--- src/rtl/tsc_pkg.sv ---
// Shared constants of the asynchronous timer register block
package tsc_pkg;
    // ****************************************
    // Register addresses
    // ****************************************
    localparam logic [7:0] ADDR_GEN_CTRL = 8'h43;
    localparam logic [7:0] ADDR_IRQ_MASK = 8'h70;
    localparam logic [7:0] ADDR_CMP_B = 8'hb4;
    localparam logic [7:0] ADDR_ASYNC_STAT = 8'hb6;
    localparam logic [7:0] ADDR_IRQ_FLAGS = 8'h37;
    localparam logic [7:0] ADDR_CTRL_A = 8'hb0;
    localparam logic [7:0] ADDR_CTRL_B = 8'hb1;
    localparam logic [7:0] ADDR_COUNTER = 8'hb2;
    localparam logic [7:0] ADDR_CMP_A = 8'hb3;
    // ****************************************
    // Field positions and reset values
    // ****************************************
    localparam int BIT_OVF = 0;
    localparam int BIT_CMPA = 1;
    localparam int BIT_CMPB = 2;
    localparam int BIT_AS = 5;
    localparam int BIT_EXTERNAL_CLOCK_ENABLE = 6;
    localparam int BIT_PSR = 1;
    localparam int BIT_TSM = 7;
    localparam int BIT_WGM2 = 3;
    localparam int BIT_FOCB = 6;
    localparam logic [7:0] REG_RESET = 8'h00;
    localparam logic [7:0] CTRL_B_RD_MASK = 8'h0f;
    localparam logic [7:0] CTRL_A_RD_MASK = 8'hf3;
    localparam logic [7:0] CNT_MAX = 8'hff;
    localparam logic [7:0] CNT_BOTTOM = 8'h00;
    // Busy bit index per delayed register: counter, cmp a, cmp b, ctrl a, ctrl b
    localparam int NUM_DLY = 5;
    localparam int BUSY_CNT = 4;
    localparam int BUSY_CMPA = 3;
    localparam int BUSY_CMPB = 2;
    localparam int BUSY_CTLA = 1;
    localparam int BUSY_CTLB = 0;
    // Prescaler divide-by masks for clock selects 1 to 7
    localparam logic [9:0] PRE_MASK1 = 10'h000;
    localparam logic [9:0] PRE_MASK2 = 10'h007;
    localparam logic [9:0] PRE_MASK3 = 10'h01f;
    localparam logic [9:0] PRE_MASK4 = 10'h03f;
    localparam logic [9:0] PRE_MASK5 = 10'h07f;
    localparam logic [9:0] PRE_MASK6 = 10'h0ff;
    localparam logic [9:0] PRE_MASK7 = 10'h3ff;
endpackage

--- src/rtl/tsc_prescaler.sv ---
// Timer prescaler with selectable divide tap and hold-in-reset
`timescale 1ns/1ps
module tsc_prescaler import tsc_pkg::*; (
    input wire logic clk_sys,
    input wire logic rst_n,
    input wire logic src_tick,
    input wire logic clear,
    input wire logic [2:0] sel,
    output logic tick
);
    logic [9:0] div_q;
    logic [9:0] mask;
    always_comb begin
        case (sel)
            3'h1: mask = PRE_MASK1;
            3'h2: mask = PRE_MASK2;
            3'h3: mask = PRE_MASK3;
            3'h4: mask = PRE_MASK4;
            3'h5: mask = PRE_MASK5;
            3'h6: mask = PRE_MASK6;
            default: mask = PRE_MASK7;
        endcase
    end
    always_ff @(posedge clk_sys or negedge rst_n) begin
        if (!rst_n) begin
            div_q <= 10'h000;
        end else if (clear) begin
            div_q <= 10'h000;
        end else if (src_tick) begin
            div_q <= div_q + 10'h001;
        end
    end
    assign tick = src_tick & ~clear & (sel != 3'h0) & ((div_q & mask) == mask);
endmodule

--- src/rtl/tsc_sync2.sv ---
// Two-stage synchroniser for the timer oscillator pin
`timescale 1ns/1ps
module tsc_sync2 (
    input wire logic clk_sys,
    input wire logic rst_n,
    input wire logic async_in,
    output logic sync_out
);
    logic meta_q;
    always_ff @(posedge clk_sys or negedge rst_n) begin
        if (!rst_n) begin
            meta_q <= 1'b0;
            sync_out <= 1'b0;
        end else begin
            meta_q <= async_in;
            sync_out <= meta_q;
        end
    end
endmodule

--- src/rtl/tsc_timer.sv ---
// Asynchronous-capable 8-bit timer: compare, flags, busy handshake, prescaler reset
// Function
// RULE1: Compare-B value is compared with counter; match drives flag and wave pin.
// RULE2: Compare-B interrupt requested when its flag, enable bit 2 and global enable set.
// RULE3: Compare-A interrupt requested when its flag, enable bit 1 and global enable set.
// RULE4: Overflow interrupt requested when its flag, enable bit 0 and global enable set.
// RULE5: Compare-B flag, bit 2, sets on counter match with compare-B.
// RULE6: Compare-B flag clears on vector execution or software writing one.
// RULE7: Compare-A flag, bit 1, sets on counter match with compare-A.
// RULE8: Compare-A flag clears on vector or writing one; writing zero does nothing.
// RULE9: Overflow flag sets on overflow, or at bottom direction change in PWM.
// RULE10: Overflow flag clears on vector execution or software writing one.
// RULE11: Unused status bit 7 and upper five mask bits read zero.
// RULE12: External clock buffer enabled with async mode; crystal runs only when bit zero.
// RULE13: Software sets external-clock enable before selecting asynchronous clocking.
// RULE14: Async select zero uses system clock, one uses oscillator pin.
// RULE15: Software rewrites timer registers after changing the async select bit.
// RULE16: Async writes to delayed registers set busy bits until transferred.
// RULE17: Software never writes a delayed register while its busy bit is set.
// RULE18: Counter reads live value; compare and control reads return temporary storage.
// RULE19: Prescaler reset bit resets prescaler; clears at once, or after reset in async.
// RULE20: Prescaler reset bit is never cleared while sync mode bit is set.
// RULE21: Prescaler stays in reset while the reset bit is held by sync mode.
`timescale 1ns/1ps
module tsc_timer import tsc_pkg::*; (
    input wire logic clk_sys,
    input wire logic rst_n,
    input wire logic [7:0] addr,
    input wire logic [7:0] wr_data,
    input wire logic wr_en,
    input wire logic rd_en,
    output logic [7:0] rd_data,
    input wire logic global_irq_enable,
    input wire logic [2:0] vector_ack,
    input wire logic timer_osc_in_pin,
    output logic [2:0] irq_req,
    output logic compare_b_wave_pin,
    output logic ext_clk_buf_en,
    output logic crystal_osc_en
);
    // ****************************************
    // Register state
    // ****************************************
    logic [7:0] counter_value_q;
    logic [7:0] tmp_q [NUM_DLY];
    logic [7:0] compare_a_value_q;
    logic [7:0] compare_b_value_q;
    logic [7:0] control_a_reg_q;
    logic [7:0] control_b_reg_q;
    logic [NUM_DLY-1:0] busy_q;
    logic [2:0] mask_q;
    logic [2:0] flag_q;
    logic external_clock_enable_q;
    logic async_clock_select_q;
    logic timer_sync_mode_q;
    logic async_prescaler_reset_q;
    logic count_up_q;
    logic block_q;
    logic wave_q;
    logic osc_sync;
    logic osc_last_q;
    logic osc_rise;
    logic src_tick;
    logic cnt_tick;
    logic [7:0] top;
    logic [2:0] mode;
    logic phase_pwm;
    logic fast_pwm;
    logic match_a;
    logic match_b;
    logic ovf_evt;
    logic at_bottom;
    logic [7:0] cnt_d;
    logic wave_d;
    logic [2:0] flag_clr;
    logic [NUM_DLY-1:0] dly_wr;
    logic [7:0] rd_d;

    // ****************************************
    // Timer clock source
    // ****************************************
    tsc_sync2 u_osc_sync (
        .clk_sys(clk_sys),
        .rst_n(rst_n),
        .async_in(timer_osc_in_pin),
        .sync_out(osc_sync)
    );

    always_ff @(posedge clk_sys or negedge rst_n) begin
        if (!rst_n) begin
            osc_last_q <= 1'b0;
        end else begin
            osc_last_q <= osc_sync;
        end
    end

    assign osc_rise = osc_sync & ~osc_last_q;
    assign src_tick = async_clock_select_q ? osc_rise : 1'b1; // RULE14

    tsc_prescaler u_pre (
        .clk_sys(clk_sys),
        .rst_n(rst_n),
        .src_tick(src_tick),
        .clear(async_prescaler_reset_q), // RULE21
        .sel(control_b_reg_q[2:0]),
        .tick(cnt_tick)
    );

    always_ff @(posedge clk_sys or negedge rst_n) begin
        if (!rst_n) begin
            ext_clk_buf_en <= 1'b0;
            crystal_osc_en <= 1'b0;
        end else begin
            ext_clk_buf_en <= external_clock_enable_q & async_clock_select_q; // RULE12
            crystal_osc_en <= async_clock_select_q & ~external_clock_enable_q; // RULE12
        end
    end

    // ****************************************
    // Register writes
    // ****************************************
    always_comb begin
        dly_wr = '0;
        if (wr_en) begin
            dly_wr[BUSY_CNT] = (addr == ADDR_COUNTER);
            dly_wr[BUSY_CMPA] = (addr == ADDR_CMP_A);
            dly_wr[BUSY_CMPB] = (addr == ADDR_CMP_B);
            dly_wr[BUSY_CTLA] = (addr == ADDR_CTRL_A);
            dly_wr[BUSY_CTLB] = (addr == ADDR_CTRL_B);
        end
    end

    always_ff @(posedge clk_sys or negedge rst_n) begin
        if (!rst_n) begin
            mask_q <= 3'h0;
            external_clock_enable_q <= 1'b0;
            async_clock_select_q <= 1'b0;
            timer_sync_mode_q <= 1'b0;
        end else if (wr_en) begin
            if (addr == ADDR_IRQ_MASK) begin
                mask_q <= wr_data[2:0];
            end
            if (addr == ADDR_ASYNC_STAT) begin
                external_clock_enable_q <= wr_data[BIT_EXTERNAL_CLOCK_ENABLE];
                async_clock_select_q <= wr_data[BIT_AS];
            end
            if (addr == ADDR_GEN_CTRL) begin
                timer_sync_mode_q <= wr_data[BIT_TSM];
            end
        end
    end

    // Temporary storage; busy set on async write, cleared on transfer
    always_ff @(posedge clk_sys or negedge rst_n) begin
        if (!rst_n) begin
            busy_q <= '0;
            for (int i = 0; i < NUM_DLY; i++) begin
                tmp_q[i] <= REG_RESET;
            end
        end else begin
            for (int i = 0; i < NUM_DLY; i++) begin
                if (dly_wr[i]) begin
                    tmp_q[i] <= wr_data;
                end
                if (dly_wr[i] && async_clock_select_q) begin
                    busy_q[i] <= 1'b1; // RULE16
                end else if (osc_rise || !async_clock_select_q) begin
                    busy_q[i] <= 1'b0; // RULE16
                end
            end
        end
    end

    // Working copies load directly in sync mode, on oscillator edge in async mode
    always_ff @(posedge clk_sys or negedge rst_n) begin
        if (!rst_n) begin
            compare_a_value_q <= REG_RESET;
            compare_b_value_q <= REG_RESET;
            control_a_reg_q <= REG_RESET;
            control_b_reg_q <= REG_RESET;
        end else if (!async_clock_select_q) begin
            if (dly_wr[BUSY_CMPA]) compare_a_value_q <= wr_data;
            if (dly_wr[BUSY_CMPB]) compare_b_value_q <= wr_data;
            if (dly_wr[BUSY_CTLA]) control_a_reg_q <= wr_data & CTRL_A_RD_MASK;
            if (dly_wr[BUSY_CTLB]) control_b_reg_q <= wr_data & CTRL_B_RD_MASK;
        end else if (osc_rise) begin
            if (busy_q[BUSY_CMPA]) compare_a_value_q <= tmp_q[BUSY_CMPA]; // RULE16
            if (busy_q[BUSY_CMPB]) compare_b_value_q <= tmp_q[BUSY_CMPB]; // RULE16
            if (busy_q[BUSY_CTLA]) control_a_reg_q <= tmp_q[BUSY_CTLA] & CTRL_A_RD_MASK;
            if (busy_q[BUSY_CTLB]) control_b_reg_q <= tmp_q[BUSY_CTLB] & CTRL_B_RD_MASK;
        end
    end

    // Prescaler reset: held while the sync mode bit is set, else one cycle in sync mode, until the oscillator edge in async mode
    always_ff @(posedge clk_sys or negedge rst_n) begin
        if (!rst_n) begin
            async_prescaler_reset_q <= 1'b0;
        end else if (wr_en && addr == ADDR_GEN_CTRL && wr_data[BIT_PSR]) begin
            async_prescaler_reset_q <= 1'b1; // RULE19
        end else if (timer_sync_mode_q) begin
            async_prescaler_reset_q <= async_prescaler_reset_q; // RULE20
        end else if (!async_clock_select_q || osc_rise) begin
            async_prescaler_reset_q <= 1'b0; // RULE19
        end
    end

    // ****************************************
    // Counter and compare
    // ****************************************
    assign mode = {control_b_reg_q[BIT_WGM2], control_a_reg_q[1:0]};
    assign phase_pwm = (mode[1:0] == 2'h1);
    assign fast_pwm = (mode[1:0] == 2'h3);
    assign top = (mode == 3'h2 || mode == 3'h5 || mode == 3'h7) ? compare_a_value_q : CNT_MAX;
    assign match_a = cnt_tick & ~block_q & (counter_value_q == compare_a_value_q); // RULE7
    assign match_b = cnt_tick & ~block_q & (counter_value_q == compare_b_value_q); // RULE1 RULE5
    assign at_bottom = cnt_tick & fast_pwm & (counter_value_q == top);

    always_comb begin
        cnt_d = counter_value_q;
        ovf_evt = 1'b0;
        if (cnt_tick) begin
            if (phase_pwm) begin
                if (count_up_q) begin
                    cnt_d = (counter_value_q == top) ? counter_value_q - 8'h01 : counter_value_q + 8'h01;
                end else if (counter_value_q == CNT_BOTTOM) begin
                    cnt_d = CNT_BOTTOM + 8'h01;
                    ovf_evt = 1'b1; // RULE9
                end else begin
                    cnt_d = counter_value_q - 8'h01;
                end
            end else begin
                cnt_d = (counter_value_q == top) ? CNT_BOTTOM : counter_value_q + 8'h01;
                ovf_evt = (counter_value_q == CNT_MAX) || (mode == 3'h7 && counter_value_q == top); // RULE9
            end
        end
    end

    always_ff @(posedge clk_sys or negedge rst_n) begin
        if (!rst_n) begin
            counter_value_q <= REG_RESET;
            count_up_q <= 1'b1;
            block_q <= 1'b0;
        end else begin
            if (!async_clock_select_q && dly_wr[BUSY_CNT]) begin
                counter_value_q <= wr_data;
                block_q <= 1'b1;
            end else if (async_clock_select_q && osc_rise && busy_q[BUSY_CNT]) begin
                counter_value_q <= tmp_q[BUSY_CNT];
                block_q <= 1'b1;
            end else begin
                counter_value_q <= cnt_d;
                if (cnt_tick) block_q <= 1'b0;
            end
            if (!phase_pwm) begin
                count_up_q <= 1'b1;
            end else if (cnt_tick && count_up_q && counter_value_q == top) begin
                count_up_q <= 1'b0;
            end else if (cnt_tick && !count_up_q && counter_value_q == CNT_BOTTOM) begin
                count_up_q <= 1'b1;
            end
        end
    end

    // Compare-B wave output
    always_comb begin
        wave_d = wave_q;
        if (phase_pwm) begin
            if (match_b && control_a_reg_q[5]) wave_d = count_up_q ^ ~control_a_reg_q[4]; // RULE1
        end else if (fast_pwm) begin
            if (match_b && control_a_reg_q[5]) wave_d = control_a_reg_q[4]; // RULE1
            else if (at_bottom && control_a_reg_q[5]) wave_d = ~control_a_reg_q[4];
        end else if (match_b || (dly_wr[BUSY_CTLB] && !async_clock_select_q && wr_data[BIT_FOCB])) begin
            case (control_a_reg_q[5:4])
                2'h1: wave_d = ~wave_q;
                2'h2: wave_d = 1'b0;
                2'h3: wave_d = 1'b1;
                default: wave_d = wave_q;
            endcase
        end
    end

    always_ff @(posedge clk_sys or negedge rst_n) begin
        if (!rst_n) begin
            wave_q <= 1'b0;
        end else begin
            wave_q <= wave_d;
        end
    end
    assign compare_b_wave_pin = wave_q;

    // ****************************************
    // Flags and requests
    // ****************************************
    assign flag_clr = vector_ack | ((wr_en && addr == ADDR_IRQ_FLAGS) ? wr_data[2:0] : 3'h0); // RULE6 RULE8 RULE10

    always_ff @(posedge clk_sys or negedge rst_n) begin
        if (!rst_n) begin
            flag_q <= 3'h0;
            irq_req <= 3'h0;
        end else begin
            flag_q <= (flag_q & ~flag_clr) | {match_b, match_a, ovf_evt}; // RULE5 RULE7 RULE9
            irq_req <= flag_q & mask_q & {3{global_irq_enable}}; // RULE2 RULE3 RULE4
        end
    end

    // ****************************************
    // Read port
    // ****************************************
    always_comb begin
        case (addr)
            ADDR_COUNTER: rd_d = counter_value_q; // RULE18
            ADDR_CMP_A: rd_d = tmp_q[BUSY_CMPA]; // RULE18
            ADDR_CMP_B: rd_d = tmp_q[BUSY_CMPB]; // RULE18
            ADDR_CTRL_A: rd_d = tmp_q[BUSY_CTLA] & CTRL_A_RD_MASK;
            ADDR_CTRL_B: rd_d = tmp_q[BUSY_CTLB] & CTRL_B_RD_MASK;
            ADDR_IRQ_MASK: rd_d = {5'h00, mask_q}; // RULE11
            ADDR_IRQ_FLAGS: rd_d = {5'h00, flag_q};
            ADDR_ASYNC_STAT: rd_d = {1'b0, external_clock_enable_q, async_clock_select_q, busy_q}; // RULE11
            ADDR_GEN_CTRL: rd_d = {timer_sync_mode_q, 5'h00, async_prescaler_reset_q, 1'b0};
            default: rd_d = 8'h00;
        endcase
    end

    always_ff @(posedge clk_sys or negedge rst_n) begin
        if (!rst_n) begin
            rd_data <= 8'h00;
        end else begin
            rd_data <= rd_en ? rd_d : 8'h00;
        end
    end

    // ****************************************
    // Assertions
    // ****************************************
    compare_b_flag_a: assert property (@(posedge clk_sys) disable iff (!rst_n) // RULE5
        match_b |=> flag_q[BIT_CMPB]) else $error("compare-b flag not set");
    compare_a_flag_a: assert property (@(posedge clk_sys) disable iff (!rst_n) // RULE7
        match_a |=> flag_q[BIT_CMPA]) else $error("compare-a flag not set");
    overflow_flag_a: assert property (@(posedge clk_sys) disable iff (!rst_n) // RULE9
        ovf_evt |=> flag_q[BIT_OVF]) else $error("overflow flag not set");
    flag_clear_a: assert property (@(posedge clk_sys) disable iff (!rst_n) // RULE8
        (flag_clr[BIT_CMPA] && !match_a) |=> !flag_q[BIT_CMPA]) else $error("compare-a flag not cleared");
    irq_b_req_a: assert property (@(posedge clk_sys) disable iff (!rst_n) // RULE2
        (flag_q[BIT_CMPB] && mask_q[BIT_CMPB] && global_irq_enable) |=> irq_req[BIT_CMPB])
        else $error("compare-b request missing");
    irq_gate_a: assert property (@(posedge clk_sys) disable iff (!rst_n) // RULE4
        !global_irq_enable |=> irq_req == 3'h0) else $error("request without global enable");
    busy_set_a: assert property (@(posedge clk_sys) disable iff (!rst_n) // RULE16
        (dly_wr[BUSY_CMPB] && async_clock_select_q) |=> busy_q[BUSY_CMPB]) else $error("busy not set");
    busy_done_a: assert property (@(posedge clk_sys) disable iff (!rst_n) // RULE16
        (busy_q[BUSY_CMPB] && osc_rise && async_clock_select_q && !dly_wr[BUSY_CMPB])
        |=> !busy_q[BUSY_CMPB] && compare_b_value_q == $past(tmp_q[BUSY_CMPB]))
        else $error("compare-b transfer wrong");
    psr_hold_a: assert property (@(posedge clk_sys) disable iff (!rst_n) // RULE20
        (async_prescaler_reset_q && timer_sync_mode_q) |=> async_prescaler_reset_q)
        else $error("prescaler reset cleared in sync mode");
    psr_sync_a: assert property (@(posedge clk_sys) disable iff (!rst_n) // RULE19
        (async_prescaler_reset_q && !timer_sync_mode_q && !async_clock_select_q && !wr_en)
        |=> !async_prescaler_reset_q) else $error("prescaler reset not cleared");
    read_zero_a: assert property (@(posedge clk_sys) disable iff (!rst_n) // RULE11
        (rd_en && addr == ADDR_IRQ_MASK) |=> rd_data[7:3] == 5'h00) else $error("mask upper bits nonzero");
    live_count_a: assert property (@(posedge clk_sys) disable iff (!rst_n) // RULE18
        (rd_en && addr == ADDR_COUNTER) |=> rd_data == $past(counter_value_q)) else $error("counter read wrong");
    async_cover_c: cover property (@(posedge clk_sys) disable iff (!rst_n)
        busy_q[BUSY_CMPB] ##[1:50] !busy_q[BUSY_CMPB]);
    irq_cover_c: cover property (@(posedge clk_sys) disable iff (!rst_n) irq_req[BIT_CMPB]);
    psr_cover_c: cover property (@(posedge clk_sys) disable iff (!rst_n)
        async_prescaler_reset_q && timer_sync_mode_q ##1 !timer_sync_mode_q);
endmodule

--- config.mk ---
export PLATFORM = sky130hd
export DESIGN_NAME = tsc_timer
export DESIGN_NICKNAME = d
export VERILOG_FILES = /design/src/rtl/tsc_pkg.sv /design/src/rtl/tsc_prescaler.sv /design/src/rtl/tsc_sync2.sv /design/src/rtl/tsc_timer.sv
export SDC_FILE = /design/constraint.sdc
export NUM_CORES = 1
export LEC_CHECK = 0
export ABC_AREA = 1
export BUFFER_PORTS_ARGS = -buffer_cell sky130_fd_sc_hd__clkbuf_2
export CAP_MARGIN = 20
export CORE_MARGIN = 4
export CORE_UTILIZATION = 42
export CTS_CLUSTER_DIAMETER = 150
export CTS_CLUSTER_SIZE = 28
export DETAILED_ROUTE_END_ITERATION = 8
export PLACE_DENSITY = 0.6
export SLEW_MARGIN = 30
export SYNTH_ARGS = -nofsm -noshare
export SYNTH_HDL_FRONTEND = slang
export SYNTH_SLANG_ARGS = --single-unit
--- constraint.sdc ---
create_clock -name clk_sys -period 4.8 [get_ports clk_sys]
set_input_delay 0.48 -clock clk_sys [delete_from_list [all_inputs] [get_ports clk_sys]]
set_output_delay 0.48 -clock clk_sys [all_outputs]
set_load 0.05 [all_outputs]
---- After elaboration in Yosys (flattened, before gate mapping) ----
Cells that the tools add are included.
cells by class
  equality and inequality tests ........... 37
  bitwise gates (word level) .............. 25
  add/sub/neg operators ................... 3
  muxes and demuxes ....................... 58
  reduce and logical (&&, ||, !) cells .... 52
operators by type and width
  kind                   count
  $mux 8                 18
  $pmux 8 s9             1
  $pmux 10 s6            1
  $eq 8x8->1 const B     7
  $mux 1                 25
  $eq 8x8->1             3
  $mux 6                 4
  $reduce_bool 2->1      11
  $logic_and 1x1->1      20
  $mux 10                2
  $eq 8x7->1 const B     2
  $mux 4                 4
  $eq 3x3->1 const B     5
  $reduce_and 3->1       4
  $and 1x1->1            11
  $add 10x1->10 const B  1
  $and 10x10->10         1
  $eq 10x10->1           1
  $and 3x3->3            3
  $eq 3x2->1 const B     3
  $reduce_bool 3->1      3
  $add 8x1->8 const B    1
  $eq 8x6->1 const B     1
  $logic_not 8->1        1
  other kinds (19)       42
storage, ports and cells
  bits of input ports ..................... 25
  logic and storage cells ................. 207
  bits in registers ....................... 114

---- Longest topological paths before layout ----
Gate-level depths: netlist (run 1).
  word-level depth ........................ 13
  depth in mapped cells ................... 17

---- Cells and area by module ----
A second synthesis (run 1) with hierarchy kept.
second synthesis, totals
  cells, all modules ...................... 804
  area total of the unflattened synthesis .. 6157.2 um^2
by module, submodules not included
  module         cells an instance  area each (um^2)  times used
  tsc_timer      722                5501.5            1
  tsc_prescaler  80                 605.6             1
  tsc_sync2      2                  50.0              1

---- Least setup slack after synthesis (run 1) ----
No wires, ideal clock.
  kind .................................... input to register
  from .................................... input addr[5]
  to ...................................... register counter_value_q[5]
  buffers on the path ..................... 1
  cell stages on the path ................. 12
  setup slack ............................. 2957 ps
  data required time ...................... 4678 ps
  library setup time ...................... 122 ps
  arrival time ............................ 1721 ps
  cells stage by stage .................... nand2_1 -> inv_1 -> nand2_1 -> nor2_4 -> nand3_2 -> nor2_2 -> nand2_1 -> nand2_1 -> nor2_2 -> buf_6 -> a21oi_1 -> a21oi_1
between the ends
  longest elaborated chain between the ends .. 4
  elaborated cells between the ends (all ways) .. 5
  classes of those cells .................. 1 x eq/ne; 2 x mux; 2 x reduce/logical
RTL lines
  what                                                   RTL line          RTL
  start, declared                                        tsc_timer.sv:28   input wire logic [7:0] addr,
  $eq 8x8->1 *                                           tsc_timer.sv:125  dly_wr[BUSY_CNT] = (addr == ADDR_COUNTER);
  $mux 5 *                                               tsc_timer.sv:124  if (wr_en) begin
  $logic_and 1x1->1 *                                    tsc_timer.sv:244  if (!async_clock_select_q && dly_wr[BUSY_CNT]) begin
  $reduce_bool 3->1 (no line) or $mux 8 (tied branches)  n/a
  end signal, assigned                                   tsc_timer.sv:245  counter_value_q <= wr_data;
  end signal, assigned                                   tsc_timer.sv:248  counter_value_q <= tmp_q[BUSY_CNT];
  end signal, assigned                                   tsc_timer.sv:251  counter_value_q <= cnt_d;
  end, declared                                          tsc_timer.sv:44   logic [7:0] counter_value_q;
Every way passes the cells marked *; elsewhere a longest branch is shown, timed or not.
A chain may end at the register's enable or synchronous reset.

---- Final worst setup path (run 1) ----
  from .................................... register async_clock_select_q
  to ...................................... register counter_value_q[5]
between the ends
  longest elaborated chain between the ends .. 5
  elaborated cells between the ends (all ways) .. 11
  classes of those cells .................. 3 x mux; 3 x bitwise; 5 x reduce/logical
RTL lines
  what                         RTL line             RTL
  start, declared              tsc_timer.sv:54      logic async_clock_select_q;
  start signal, assigned       tsc_timer.sv:145     async_clock_select_q <= wr_data[BIT_AS];
  $mux 1                       tsc_timer.sv:98      assign src_tick = async_clock_select_q ? osc_rise : 1'b1;
  $and 1x1->1 (3 in a row)     tsc_prescaler.sv:33  assign tick = src_tick & ~clear & (sel != 3'h0) & ((div_q & mask) == mask);
  $reduce_bool 3->1 (no line)  n/a
Several ways; a longest one is shown, not always the timed one.

==> results of run 1 <==
==> sequential cells by signal (all words and copies together), names as in the netlist, 4 cells and up <==
signal,cells
compare_b_value_q,8
rd_data,8
busy_q,5
tmp_q,34
u_pre.div_q,10
counter_value_q,8
control_a_reg_q,4
compare_a_value_q,8
control_b_reg_q,4
==> kinds of logic after synthesis <==
| group | Yosys count | synth area share, % |
|---|---|---|
| simple gates | 346 | 24.2 |
| compound gates | 175 | 16.7 |
| buf+inv | 141 | 9.32 |
| flops | 110 | 46.3 |
| xor+xnor | 16 | 2.36 |
| fa+ha+maj | 5 | 1.05 |
==> per-layer routing <==
| layer | part of all wire [%] | vias to the layer above |
|---|---|---|
| met5 | 0 | - |
| met4 | 2.0 | 0 |
| met3 | 4.9 | 30 |
| met2 | 48 | 159 |
| met1 | 45 | 2527 |
| li1 | - | 2606 |
==> worst max path at each step <==
stage / endpoint / depth (start not counted) / slack [ns] / from
6_report: counter_value_q[5] / 10 / 1.91 / async_clock_select_q
5_1_grt: counter_value_q[5] / 10 / 1.61 / async_clock_select_q
4_1_cts: counter_value_q[5] / 10 / 1.97 / async_clock_select_q
3_5_place_dp: counter_value_q[5] / 10 / 2.00 / async_clock_select_q
3_3_place_gp: compare_b_wave_pin / 12 / 2.12 / async_clock_select_q
2_1_floorplan: counter_value_q[5] / 12 / 2.96 / addr[5]
==> critical path, delay by kind of cell, from the launching register on <==
kind | cells | cell delay (ns)
flops | 1 | 0.68
buf+inv | 4 | 0.75
compound gates | 1 | 0.14
simple gates | 5 | 1.23
==> area by class of cell <==
type	instances	area [um2]	area share [%]
inverters	120	450	6.83
repair buffers	39	204	3.09
flip-flops and latches	110	2750	41.8
clock buffers	11	243	3.68
clock inverters	5	81.3	1.23
multi-input cells	542	2640	40.0
well taps	180	225	3.41
==> metrics by stage <==
step | std cells | util [%] | power [W]
2_1_floorplan | 793 | - | 0.00155
3_3_place_gp | 991 | 45.2 | 0.00174
3_5_place_dp | 991 | 45.2 | 0.00175
4_1_cts | 1007 | 47.5 | 0.00256
5_1_grt | 1007 | 47.5 | 0.00269
6_report | 1007 | 47.5 | 0.00256
==> power by group <==
| group | internal [W] | leakage [nW] | switching (W) |
|---|---|---|---|
| clock | 0.000474 | 0.156 | 0.000347 |
| combinational | 0.000190 | 1.88 | 0.000379 |
| sequential | 0.00102 | 1.25 | 0.000143 |
==> cell usage in the layout (no fill, tap or decap), types with 3 or more instances in the layout <==
| cell | netlist | routed |
|---|---|---|
| nand2_1 | 220 | 220 |
| inv_1 | 112 | 112 |
| dfrtp_1 | 109 | 109 |
| o21ai_0 | 82 | 82 |
| nor2_1 | 55 | 55 |
| a21oi_1 | 43 | 43 |
| clkbuf_2 | 1 | 37 |
| nand3_1 | 36 | 36 |
| o22ai_1 | 18 | 18 |
| xor2_1 | 16 | 16 |
| nor3_1 | 13 | 13 |
| a31oi_1 | 11 | 11 |
| clkbuf_16 | 0 | 9 |
| nor2_2 | 7 | 7 |
| inv_2 | 6 | 6 |
| ha_1 | 5 | 5 |
| a21oi_2 | 4 | 4 |
| nor2_4 | 3 | 3 |
| o221ai_1 | 3 | 3 |
| o22ai_2 | 3 | 3 |
| or2_2 | 3 | 3 |
| nand3b_1 | 3 | 3 |
==> results.toml, run 1 <==
[status]
status = "finished, final reports clean"

[floorplanning]
die_x_um = 127
initial_core_util_pct = 42.8
dieArea_mm2 = 0.0161
die_h_um = 127
rows = 43
io_pins = 39
core_mm2 = 0.0139

[critical_path]
arrival_ns = 3.16
critPathKind = "reg -> reg"
cp_max_fo = 35
endpoint_kind = "register"
max_stage_delay_ns = 0.68
crit_chain = "inv_2 -> nor3_2 -> inv_2 -> nor2_1 -> inv_2 -> nand2_1 -> nor2_2 -> inv_1 -> nor2_1 -> a21oi_1"
reg2reg_to = "counter_value_q[5]"
cp.required_ns = 5.07
start_kind = "register"
reg2reg_setup_slack_ns = 1.91
reg2regPathDepth = 10
crit_path_top_delay_cell = "dfrtp_1"
critPathMostFrequentCell = "inv_2"
reg2reg_from = "async_clock_select_q"

[clocking]
clock-root-buffer = "clkbuf_16"
clockBufferDepth = 2
postCtsResizedCells = 0
hold_buffers = 0
cts-buffers-inserted = 9
postCtsSetupBuffers = 0
cts_max_level = 3
clk_pin_slew_worst_paths_ns = 0.07
clock_sinks = 110
insertion_delay_ns = 0.35
cts_tree = "yes"

[synth]
synth_top_area_share_pct = 45.9
synthesis.area_mm2 = 0.00595
synthArstFlopShare_pct = 100
yosysMostFrequentCell = "nand2_1"
synth_edf_count = 0
synth_top_cell_by_area = "dfrtp_1"
syn_area_per_cell_um2 = 7.50
syn_nets = 823
netlist_instances = 793
yosys_warnings = 0
ys_seq_area_share_pct = 46.3
ys_ff_latch = 110
synthFlopType = "dfrtp_1"
synth_area_leaders = "dfrtp_1 (46%), nand2_1 (14%), inv_1 (7.1%), o21ai_0 (6.9%), a21oi_1 (3.6%)"
synth_common_cells = "nand2_1 (220), inv_1 (112), dfrtp_1 (109)"
synth_cell_type_count = 41

[placement]
dpl_cell_area_mm2 = 0.00627
dp_hpwl_um = 13300
io_buffers = 38
dp_slack_ns = 2.00
gp_congestion = 0.879

[sta]
fin_ws_ns = 1.91
fin_crit_sh_pct = 60.1
fmax_mhz = 347
finalHoldViolCount = 0
fin_skew_ns = 0.00899
timing.hold.ws_ns = 0.145
slew_headroom_pct = 45.1
finalSetupTns_ns = 0
final-setup-viol-count = 0
fin_crit_ns = 2.89
grt_setup_unrepaired = "false"
worst_pin_slew_ns = 0.821
finalMaxSlewViolations = 0

[drt]
first_pass_iters = 7
drt-total-wl_um = 17700
drt_iter0_drc = 465
wl_per_cell_um = 17.5
avgViaCountPerCell = 5.29
vias = 5322
remaining_drc_errors = 0
final_antenna_net_count = 0

[power_and_ir_drop]
peakVddDrop_mv = 0.258
power.density_mw_per_mm2 = 387
power.leakage_nw = 3.29

[flow_run]
maxCapViolCount = 0

[layout]
fin_nets = 852
final_area_mm2 = 0.00660
fillCellCount = 1418
antenna_cells = 0
drive_gt1_share_pct = 10.2
area_growth_pct = 10.9

[global_routing]
grt_max_degree = 75
grt-ovfl-total = 0
met1_usage_pct = 30.1
grt.busiest_layer = "met2"
grt_util_met2_pct = 37.0
grt_pass1_wl_um = 28200
antenna_found_initial = 0
grt_usage_pct = 22.2
use_met3_pct = 3.51
grt_pass1_vias = 5257

[worst_hold_path]
worstHoldPathType = "in -> async"
(Power assumes the default switching activity.)
==> run 2: changes to the inputs <==
--- a/config.mk
+++ b/config.mk
@@ -13,7 +13,7 @@
 export CTS_CLUSTER_DIAMETER = 150
 export CTS_CLUSTER_SIZE = 28
 export DETAILED_ROUTE_END_ITERATION = 8
-export PLACE_DENSITY = 0.6
+export PLACE_DENSITY = 0.62
 export SLEW_MARGIN = 30
 export SYNTH_ARGS = -nofsm -noshare
 export SYNTH_HDL_FRONTEND = slang
==> constraint.sdc (replaced) <==
create_clock -name clk_sys -period 2.6 [get_ports clk_sys]
set_input_delay 0.26 -clock clk_sys [delete_from_list [all_inputs] [get_ports clk_sys]]
set_output_delay 0.26 -clock clk_sys [all_outputs]
set_load 0.05 [all_outputs]
==> results.toml, run 2 (synthesis results as in run 1) <==
[sta]
fin_crit_ns = 2.11
finalMaxSlewViolations = 0
slew_headroom_pct = 53.1
finalHoldViolCount = 0
fin_ws_ns = 0.486
fin_skew_ns = 0.00583
grt_setup_unrepaired = "false"
fin_crit_sh_pct = 81.3
fmax_mhz = 473
worst_pin_slew_ns = 0.703
final-setup-viol-count = 0
finalSetupTns_ns = 0

[floorplanning]
core_mm2 = 0.0139
die_h_um = 127
io_pins = 39
dieArea_mm2 = 0.0161
initial_core_util_pct = 42.8
rows = 43
die_x_um = 127

[global_routing]
grt_usage_pct = 21.5
grt_pass1_vias = 5122
antenna_found_initial = 0
grt_pass1_wl_um = 27400
grt-ovfl-total = 0
grt_max_degree = 53

[layout]
top_register = "tmp_q"
largest_reg_flops = 34
final_common_cell = "nand2_1"
drive_gt1_share_pct = 12.0
fin_nets = 873
top_regs = "tmp_q x34, u_pre.div_q x10"
final_cell_mix = "nand2_1 (220), inv_1 (112), dfrtp_1 (109), o21ai_0 (82), nor2_1 (55)"
area_growth_pct = 13.4
antenna_cells = 0

[power_and_ir_drop]
clock_power_share_pct = 30.7
sequentialPowerShare_pct = 44.7
combPwrFrac_pct = 24.6
peakVddDrop_mv = 0.452
power.density_mw_per_mm2 = 687
switchingPower_w = 0.00156
power.leakage_nw = 3.38
internal-power_w = 0.00307
p_sw_share_pct = 33.8

[critical_path]
arrival_ns = 2.41
crit_chain = "inv_1 -> nand2_1 -> nand3_1 -> nor2_1 -> nand3_1 -> inv_1 -> nand2_1 -> nand2_1 -> nand3_1 -> nand2_1 -> nand2_1 -> nand2_1 -> nand2_1 -> nand2_1"
crit_path_top_delay_cell = "dfrtp_1"
start_kind = "register"
endpoint_kind = "register"
critPathMostFrequentCell = "nand2_1"
critPathKind = "reg -> reg"
cp_max_fo = 12
max_stage_delay_ns = 0.60
cp.required_ns = 2.89

[drt]
drt_iter0_drc = 463
drt-total-wl_um = 16700
remaining_drc_errors = 0
avgViaCountPerCell = 5.20
vias = 5349
first_pass_iters = 5
wl_per_cell_um = 16.2
final_antenna_net_count = 0

[worst_hold_path]
worstHoldPathType = "in -> reg"

[clocking]
cts_tree = "yes"
clock-root-buffer = "clkbuf_16"
insertion_delay_ns = 0.35
clk_pin_slew_worst_paths_ns = 0.07
cts-buffers-inserted = 9
postCtsSetupBuffers = 0
cts_max_level = 3
clock_sinks = 110
clockBufferDepth = 2

[placement]
io_buffers = 38
gp_congestion = 0.905
dp_slack_ns = 0.505
dp_hpwl_um = 12500

[status]
status = "finished, final reports clean"

[flow_run]
maxCapViolCount = 0
==> run 2: cell count changes in the layout (fill, tap and decap cells not counted) <==
cell	before	now
clkinvlp_4	1	2
buf_12	0	1
dlygate4sd3_1	0	2
buf_6	1	0
buf_4	1	20
clkinv_2	1	0
clkbuf_1	1	2
bufinv_16	2	1
==> run 2: repair_timing <==
item / CTS / global route
hold buffers: 2 / 0
endpoints found under the hold margin: 50 / 0
resized for setup: 0 / 0
==> run 2: metrics by stage <==
stage	power (W)	hold slack (ns)	utilization (%)	cells	area [um2]
5_1_grt	0.00491	0.0903	48.6	1028	6740
2_1_floorplan	0.00285	-0.0356	-	793	5950
6_report	0.00463	0.0859	48.6	1028	6740
3_3_place_gp	0.00321	0.332	46.3	1010	6420
3_5_place_dp	0.00322	0.335	46.3	1010	6420
4_1_cts	0.00465	0.0771	48.6	1028	6740
==> run 2: final timing paths <==
| check | from | end | cells past startpoint | slack, ns |
|---|---|---|---|---|
| worst max-delay path | counter_value_q[2] | counter_value_q[3] | 14 | 0.49 |
| worst min-delay path | vector_ack[2] | flag_q[2] | 2 | 0.09 |
| worst max register to register | counter_value_q[2] | counter_value_q[3] | 14 | 0.49 |
| worst min register to register | u_osc_sync.meta_q | u_osc_sync.sync_out | 0 | 0.35 |
| max in group asynchronous | rst_n | count_up_q | 3 | 1.42 |
| min in group asynchronous | rst_n | tmp_q[9] | 2 | 0.49 |
==> run 2: area by class of cell <==
class / count / area, um2
clock buffers: 12 / 246
clock inverters: 4 / 53.8
repair buffers: 60 / 375
inverters: 120 / 450
flip-flops and latches: 110 / 2750
fillers: 1377 / 7140
well taps: 180 / 225
multi-input cells: 542 / 2640
==> run 2: power groups by stage <==
| stage | Sequential, W | Clock, W | Combinational, W |
|---|---|---|---|
| 6_report | 0.00207 | 0.00142 | 0.00114 |
| 2_1_floorplan | 0.00203 | 0 | 0.000824 |
| 3_5_place_dp | 0.00210 | 0 | 0.00113 |
| 5_1_grt | 0.00209 | 0.00152 | 0.00130 |
| 4_1_cts | 0.00207 | 0.00145 | 0.00113 |
| 3_3_place_gp | 0.00209 | 0 | 0.00112 |
==> run 2: worst max-delay path, delay by kind of cell, from the launching register on <==
kind / cells / cell delay, ns
flip-flops: 1 / 0.60
buffers and inverters: 2 / 0.21
AND/OR/NAND/NOR: 12 / 1.24
==> run 2: layer usage <==
layer	vias up	wire length, um	GRT usage [%]
met2	132	7810	34.4
li1	2652	-	-
met5	-	0	0
met1	2537	7760	30.0
met3	28	767	3.85
met4	0	338	6.31
